`src/rtl/dpc_pkg.sv`:
```
package dpc_pkg;
    // ----------------------------------------------------------------
    // slave address
    // ----------------------------------------------------------------
    localparam logic [4:0] ADDR_UPPER     = 5'h0b; // fixed pattern 01011
    // ----------------------------------------------------------------
    // instruction byte fields, bit positions
    // ----------------------------------------------------------------
    localparam int         INS_SEL_HI     = 6;
    localparam int         INS_SEL_LO     = 5;
    localparam int         INS_MIDRST     = 4;
    localparam int         INS_SHUTDOWN_PIN_N       = 3;
    localparam int         INS_OUT2       = 2;
    localparam int         INS_OUT1       = 1;
    // ----------------------------------------------------------------
    // reset values and sizes
    // ----------------------------------------------------------------
    localparam logic       LOGIC_OUT_RST  = 1'b0;
    localparam logic [7:0] WIPER_MID      = 8'h80;
    localparam int         NUM_CH         = 4;
    localparam logic [3:0] BIT_LAST       = 4'h7;
    localparam logic [3:0] BIT_ACK        = 4'h8;
    localparam logic [3:0] BIT_START      = 4'hf; // start's own scl fall wraps it to 0
endpackage

```
`src/rtl/dpc_wiper_mem.sv`:
```
// small store of the four wiper settings, registered read port
module dpc_wiper_mem
(
    input  wire logic       clock,
    input  wire logic       rst,
    input  wire logic       wr_en,
    input  wire logic [1:0] wr_addr,
    input  wire logic [7:0] wr_data,
    input  wire logic [1:0] rd_addr,
    output logic      [7:0] rd_data
);

    logic [7:0] mem [dpc_pkg::NUM_CH];

    // ----------------------------------------------------------------
    // storage, one entry per channel
    // ----------------------------------------------------------------
    genvar g;
    generate
        for (g = 0; g < dpc_pkg::NUM_CH; g++)
        begin : g_ent
            always_ff @(posedge clock or posedge rst)
            begin
                if (rst)
                    mem[g] <= dpc_pkg::WIPER_MID;
                else if (wr_en && wr_addr == 2'(g))
                    mem[g] <= wr_data;
            end
        end
    endgenerate

    // registered read
    always_ff @(posedge clock or posedge rst)
    begin
        if (rst)
            rd_data <= dpc_pkg::WIPER_MID;
        else
            rd_data <= mem[rd_addr];
    end

endmodule

```
`src/rtl/dpc_ctrl.sv`:
```
// Function
// - both logic outputs are low after reset until programmed.
// - logic outputs follow their bits of the instruction byte, frame two.
// - instruction-only write with STOP updates outputs; wipers untouched unless the midscale bit sets the selected one to mid.
// - fresh instruction-only transaction after a STOP also updates outputs.
// - a new START in place of STOP keeps the data write already acked; following instruction-only write works.
// - shutdown from low pin or from instruction shutdown bit.
// - programming still works under pin shutdown; release applies new setting.
// - two low address bits come from the strap pins.
// - instruction byte: x, sel hi, sel lo, midscale, shutdown, out2, out1, x.
// - upper five address bits must match 01011.
// - shutdown bit hits selected channel only; pin hits all four.
// - shutdown keeps stored wiper value; previous setting returns after.
module dpc_ctrl
(
    input  wire logic       clock,
    input  wire logic       rst,
    input  wire logic       scl_in,
    input  wire logic       sda_in,
    output logic            sda_out,
    output logic            sda_oe,
    input  wire logic       shutdown_pin_n,
    input  wire logic       addr_strap_low,
    input  wire logic       addr_strap_high,
    output logic            logic_out_first,
    output logic            logic_out_second,
    output logic      [3:0] channel_shutdown,
    output logic      [3:0] channel_active_sd,
    output logic      [1:0] sel_channel,
    output logic      [7:0] sel_wiper
);

    // ----------------------------------------------------------------
    // bus state
    // ----------------------------------------------------------------
    typedef enum logic [2:0] {
        ST_IDLE  = 3'b000,
        ST_ADDR  = 3'b001,
        ST_INS   = 3'b010,
        ST_DATA  = 3'b011,
        ST_IGN   = 3'b100
    } dpc_state_e;

    dpc_state_e state;
    logic       scl_d;
    logic       sda_d;
    logic [3:0] bit_cnt;
    logic [7:0] shreg;
    logic       acking;
    logic [7:0] ins;
    logic [3:0] sd_bits;
    logic       wr_en;
    logic [7:0] wr_data;

    wire logic scl_rise  = scl_in && !scl_d;
    wire logic scl_fall  = !scl_in && scl_d;
    wire logic start_c   = scl_in && scl_d && sda_d && !sda_in;
    wire logic stop_c    = scl_in && scl_d && !sda_d && sda_in;
    wire logic [7:0] byte_in = {shreg[6:0], sda_in};
    wire logic addr_hit  = byte_in[7:3] == dpc_pkg::ADDR_UPPER
                        && byte_in[2:1] == {addr_strap_high, addr_strap_low}
                        && !byte_in[0];

    // line sampling for edge and condition detection
    always_ff @(posedge clock or posedge rst)
    begin
        if (rst)
        begin
            scl_d <= 1'b1;
            sda_d <= 1'b1;
        end
        else
        begin
            scl_d <= scl_in;
            sda_d <= sda_in;
        end
    end

    // ----------------------------------------------------------------
    // frame sequencing
    // ----------------------------------------------------------------
    always_ff @(posedge clock or posedge rst)
    begin
        if (rst)
        begin
            state   <= ST_IDLE;
            bit_cnt <= 4'h0;
            shreg   <= 8'h00;
            acking  <= 1'b0;
        end
        else if (start_c)
        begin
            state   <= ST_ADDR;
            bit_cnt <= dpc_pkg::BIT_START; // scl fall closing the start is not a bit
            acking  <= 1'b0;
        end
        else if (stop_c)
        begin
            state  <= ST_IDLE;
            acking <= 1'b0;
        end
        else if (state != ST_IDLE && state != ST_IGN)
        begin
            if (scl_rise && bit_cnt <= dpc_pkg::BIT_LAST)
            begin
                shreg   <= byte_in;
                if (bit_cnt == dpc_pkg::BIT_LAST && state == ST_ADDR && !addr_hit)
                    state <= ST_IGN;
            end
            if (scl_fall)
            begin
                if (bit_cnt == dpc_pkg::BIT_LAST)
                begin
                    acking  <= 1'b1;
                    bit_cnt <= dpc_pkg::BIT_ACK;
                end
                else if (bit_cnt == dpc_pkg::BIT_ACK)
                begin
                    acking  <= 1'b0;
                    bit_cnt <= 4'h0;
                    if (state == ST_ADDR)
                        state <= ST_INS;
                    else if (state == ST_INS)
                        state <= ST_DATA;
                end
                else
                    bit_cnt <= bit_cnt + 4'h1;
            end
        end
    end

    // acknowledge drive, open drain low
    assign sda_out = 1'b0;
    assign sda_oe  = acking;

    // ----------------------------------------------------------------
    // instruction latch and logic outputs
    // ----------------------------------------------------------------
    wire logic ins_done  = acking && scl_fall && bit_cnt == dpc_pkg::BIT_ACK
                        && state == ST_INS;
    wire logic data_done = acking && scl_fall && bit_cnt == dpc_pkg::BIT_ACK
                        && state == ST_DATA;

    always_ff @(posedge clock or posedge rst)
    begin
        if (rst)
        begin
            logic_out_first  <= dpc_pkg::LOGIC_OUT_RST;
            logic_out_second <= dpc_pkg::LOGIC_OUT_RST;
            ins              <= 8'h00;
        end
        else if (ins_done)
        begin
            ins              <= shreg;
            logic_out_first  <= shreg[dpc_pkg::INS_OUT1];
            logic_out_second <= shreg[dpc_pkg::INS_OUT2];
        end
    end

    // per-channel shutdown bit, selected channel only
    always_ff @(posedge clock or posedge rst)
    begin
        if (rst)
            sd_bits <= 4'h0;
        else if (ins_done)
            sd_bits[shreg[dpc_pkg::INS_SEL_HI:dpc_pkg::INS_SEL_LO]]
                <= shreg[dpc_pkg::INS_SHUTDOWN_PIN_N];
    end

    // wiper writes: data byte or midscale reset; shutdown never writes
    always_comb
    begin
        wr_en   = 1'b0;
        wr_data = shreg;
        if (ins_done && shreg[dpc_pkg::INS_MIDRST])
        begin
            wr_en   = 1'b1;
            wr_data = dpc_pkg::WIPER_MID;
        end
        else if (data_done)
            wr_en = 1'b1;
    end

    assign sel_channel = ins_done ? shreg[dpc_pkg::INS_SEL_HI:dpc_pkg::INS_SEL_LO]
                                  : ins[dpc_pkg::INS_SEL_HI:dpc_pkg::INS_SEL_LO];

    dpc_wiper_mem u_mem
    (
        .clock   (clock),
        .rst     (rst),
        .wr_en   (wr_en),
        .wr_addr (sel_channel),
        .wr_data (wr_data),
        .rd_addr (sel_channel),
        .rd_data (sel_wiper)
    );

    // effective shutdown per channel, stored wipers kept intact
    always_ff @(posedge clock or posedge rst)
    begin
        if (rst)
        begin
            channel_shutdown  <= 4'h0;
            channel_active_sd <= 4'h0;
        end
        else
        begin
            channel_shutdown  <= sd_bits | {4{!shutdown_pin_n}};
            channel_active_sd <= sd_bits;
        end
    end

    // ----------------------------------------------------------------
    // checks
    // ----------------------------------------------------------------
    property p_out_update;
        @(posedge clock) disable iff (rst)
        ins_done |=> logic_out_first == $past(shreg[1]) && logic_out_second == $past(shreg[2]);
    endproperty
    a_out_update: assert property (p_out_update) else $error("outputs not updated");

    property p_out_hold;
        @(posedge clock) disable iff (rst)
        !ins_done |=> $stable(logic_out_first) && $stable(logic_out_second);
    endproperty
    a_out_hold: assert property (p_out_hold) else $error("outputs changed unprompted");

    property p_pin_sd;
        @(posedge clock) disable iff (rst)
        !shutdown_pin_n |=> channel_shutdown == 4'hf;
    endproperty
    a_pin_sd: assert property (p_pin_sd) else $error("pin shutdown missed");

    property p_pin_release;
        @(posedge clock) disable iff (rst)
        shutdown_pin_n |=> channel_shutdown == $past(sd_bits);
    endproperty
    a_pin_release: assert property (p_pin_release) else $error("release wrong");

    property p_ack_match;
        @(posedge clock) disable iff (rst)
        state == ST_ADDR && acking |-> shreg[7:3] == dpc_pkg::ADDR_UPPER
            && shreg[2:1] == {addr_strap_high, addr_strap_low} && !shreg[0];
    endproperty
    a_ack_match: assert property (p_ack_match) else $error("ack from ignored state");

    property p_sd_no_write;
        @(posedge clock) disable iff (rst)
        wr_en |-> data_done
            || (ins_done && shreg[dpc_pkg::INS_MIDRST] && wr_data == dpc_pkg::WIPER_MID);
    endproperty
    a_sd_no_write: assert property (p_sd_no_write) else $error("stray wiper write");

    property p_start_restart;
        @(posedge clock) disable iff (rst)
        start_c |=> state == ST_ADDR && bit_cnt == dpc_pkg::BIT_START;
    endproperty
    a_start_restart: assert property (p_start_restart) else $error("start not taken");

    property p_stop_idle;
        @(posedge clock) disable iff (rst)
        stop_c && !start_c |=> state == ST_IDLE && !acking;
    endproperty
    a_stop_idle: assert property (p_stop_idle) else $error("stop not taken");

endmodule

```
`config.mk`:
```
export PLATFORM = sky130hd
export DESIGN_NAME = dpc_ctrl
export DESIGN_NICKNAME = d
export VERILOG_FILES = /design/src/rtl/dpc_pkg.sv /design/src/rtl/dpc_wiper_mem.sv /design/src/rtl/dpc_ctrl.sv
export SDC_FILE = /design/constraint.sdc
export NUM_CORES = 1
export LEC_CHECK = 0
export ABC_CLOCK_PERIOD_IN_PS = 7250
export BUFFER_PORTS_ARGS = -buffer_cell sky130_fd_sc_hd__buf_4
export CAP_MARGIN = 20
export CORE_ASPECT_RATIO = 0.75
export CORE_UTILIZATION = 35
export DETAILED_ROUTE_END_ITERATION = 6
export PLACE_DENSITY = 0.52
export SLEW_MARGIN = 20
export SYNTH_ARGS = -nofsm -noshare
export SYNTH_HDL_FRONTEND = slang
export SYNTH_SLANG_ARGS = --single-unit
```
`constraint.sdc`:
```
create_clock -name clock -period 7.25 [get_ports clock]
set_input_delay 1.45 -clock clock [delete_from_list [all_inputs] [get_ports clock]]
set_output_delay 1.45 -clock clock [all_outputs]
set_load 0.01 [all_outputs]
```
==> impl_results.md <==
* Outcome: finished with violations
* Failing checks: design-rule violations
* Iter 0 DRT Violations at 91
* First-pass GRT wire length at 10,700 µm
* Pin count of the biggest net entering global routing at 75
* Max VDD drop at ~0.16 mV
* Setup crit end kind: output port
* Grt total ovfl at 0
* Endpoints failing setup at 0
* Final period util at 61.7%
* GPL Wtd Cong at 0.759
* Post-synth top area share at 51.2%
* Cts bufs inserted at 9
* Hold buffer count at CTS at 0
* Final-stage net count at 304
* IO buf count at 27
* Ports at 29
* Critical path fanouts, max at 18
* CTS tree: done
* Ys async rst share at 100%
* Initial antenna violation count at 0
* Die H at 85.8 µm
* Register Area at 1860 µm²
* Pwr dens at 287 nW/µm²
* Final Power at approximately 1.1 mW
* Total Die Area at 9750 µm²
* Final ANT Viol Nets at 0
* RSZ-0062 raised after global routing: no
* Layout area overhead at 19.7%
* Syn Area/Cell at 12.4 µm²
* Post-route cell area at 3920 µm²
* Min cycle time layout at between 4 and 5 ns
* Max Fclk at ~220 MHz
* Routed WL at 6220 µm
* Netlist cell types at 44
* Synth Cell Area at 3280 µm²
* CTS resizes at 0
* Clk sinks at 74
* H-tree Lvls at 3
* Hpwl dp at 4190 µm
* Clock Tree Buf Depth at 2
* Synth area leader: dfrtp_1
* Fin. Hold Viols at 0
* Core area at slightly above 9000 µm²
* 1st-pass router iterations at 6
* WP data required at 5.80 ns
* DRC at 1
* Max-slew violation count at 0
* Least-Margin Pin Slew at between 0.9 and 1 ns
* Initial Util at 36.1%
* Fillers at 895
* Crit Path Class: in -> out
* Top cells by area, synth: dfrtp_1, mux2_2, dfstp_2, nand2_1, a32oi_1
* Synthesized instance count at 265
* Synth warn at 0
* Startpoint types: primary input
* # diodes at 0
* Final setup TNS at 0 ns
* Slew Limit Headroom at 39.0%
* Synthesized flop and latch total at 74
* Clock slew seen by the registers of the worst setup and hold paths at about 0.060 ns
* Critical Path AT at 3.02 ns
* WL/cell at 14.5 µm
* Clk root buf: clkbuf_16
* Setup Skew at 0.00609 ns
* Clock latency on the worst-skew pair at 0.33 ns
* Sequential-to-total area share from yosys stat at a little under three fifths
* Post-DR vias/cell at 4.79
* HP Class: reg -> reg
* Footprint of the multi-input gates at 1320 µm²
* Die width at 114 µm
* Vias in the first global route at 2,018
* Total track usage at 14.7%
* Setup bufs post-CTS at 0
* Number of flops mapped to enable cells by yosys at 0
* Cell leakage power at 1.87 nW
* Primary FF master, synth: dfrtp_1
* Layout cells sized above 1 at 36.3%
* Syn Nets at around 270
* Row count at 30
* Vias at 2,052
* # Max-Cap Violations at 0
* Dpl cell area at 3580 µm²
[cells by family after synthesis]
kind of cell               after synthesis  synth area share, %
buffers and inverters                   17                 2.83
muxes                                   48                 17.2
xor gates and xnor gates                 3                0.802
other                                    1                0.114
and+or+nand+nor                         87                 14.2
DFF                                     74                 56.8
AOI/OAI and AO/OA                       33                 7.33
adders and majority gates                2                0.764
[per-layer routing]
metal / global-route usage [%] / routed length [µm]
met5: 0 / 0
met4: 7.18 / 127
met3: 4.81 / 246
met2: 19.7 / 2590
met1: 21.0 / 3260
[state kept, by name, summed over array words and instances (netlist names), 3 cells and up]
register	flops
state	3
channel_active_sd	4
sd_bits	4
u_mem.rd_data	8
bit_cnt	4
shreg	8
u_mem.mem	32
channel_shutdown	4
ins	4
[report_power, final]
part	switching (mW)	internal, mW
registers	0.0493	0.447
logic	0.0716	0.0639
clock network	0.164	0.329
total	0.285	0.840
[layout make-up]
class                      instances  share of cell area, %
timing repair buffer              28                   5.36
clock inverter                     4                   1.85
sequential                        74                   47.4
inverter                           8                  0.766
clock buffer                      12                   6.79
multi-input combinational        174                   33.7
tap                              128                   4.08
[worst max-delay path, stage by stage]
cell and delay [ns]:
buf_4 0.14, and3b_1 0.28, nand3_4 0.19, mux2i_4 0.49, inv_2 0.25, buf_4 0.21
[layout by cell type, fill, tap and decap left out, types with 4 or more instances in the layout]
master / netlist / final
dfrtp_1: 67 / 67
mux2_2: 45 / 45
nand2_1: 32 / 32
buf_4: 2 / 28
nor2_1: 14 / 14
a21oi_1: 9 / 9
clkbuf_16: 0 / 9
nand2b_1: 8 / 8
a32oi_1: 8 / 8
and2_1: 7 / 7
dfstp_2: 7 / 7
inv_1: 7 / 6
nand3_1: 4 / 4
nor3b_1: 4 / 4
o21ai_0: 4 / 4
nor3_1: 4 / 4
[worst paths after layout]
| kind | cells past startpoint | to | slack (ns) | from |
|---|---|---|---|---|
| setup reg to reg | 7 | u_mem.mem[28] | 4.78 | bit_cnt[0] |
| hold reg to reg | 0 | channel_active_sd[2] | 0.40 | sd_bits[2] |
| max in group asynchronous | 3 | u_mem.rd_data[2] | 5.26 | rst |
| setup / recovery | 6 | sel_channel[0] | 2.78 | scl_in |
| min in group asynchronous | 3 | shreg[6] | 1.40 | rst |
| hold / removal | 0 | channel_active_sd[2] | 0.40 | sd_bits[2] |
[synthesized netlist by cell type, types with 7 or more instances]
| cell | count |
|---|---|
| a32oi_1 | 8 |
| dfrtp_1 | 67 |
| inv_1 | 7 |
| a21oi_1 | 9 |
| dfstp_2 | 7 |
| mux2_2 | 45 |
| nor2_1 | 14 |
| nand2b_1 | 8 |
| nand2_1 | 32 |
| and2_1 | 7 |
[per-stage QoR]
step	hold slack, ns	worst slack (ns)	util [%]	std cells
after CTS	0.408	2.78	43.2	428
after floorplan	0.362	3.38	-	265
after global placement	0.385	2.83	39.4	412
after detailed placement	0.396	2.77	39.4	412
after global routing	0.423	2.61	43.2	428
final	0.402	2.78	43.2	428
(Power assumes the default switching activity.)
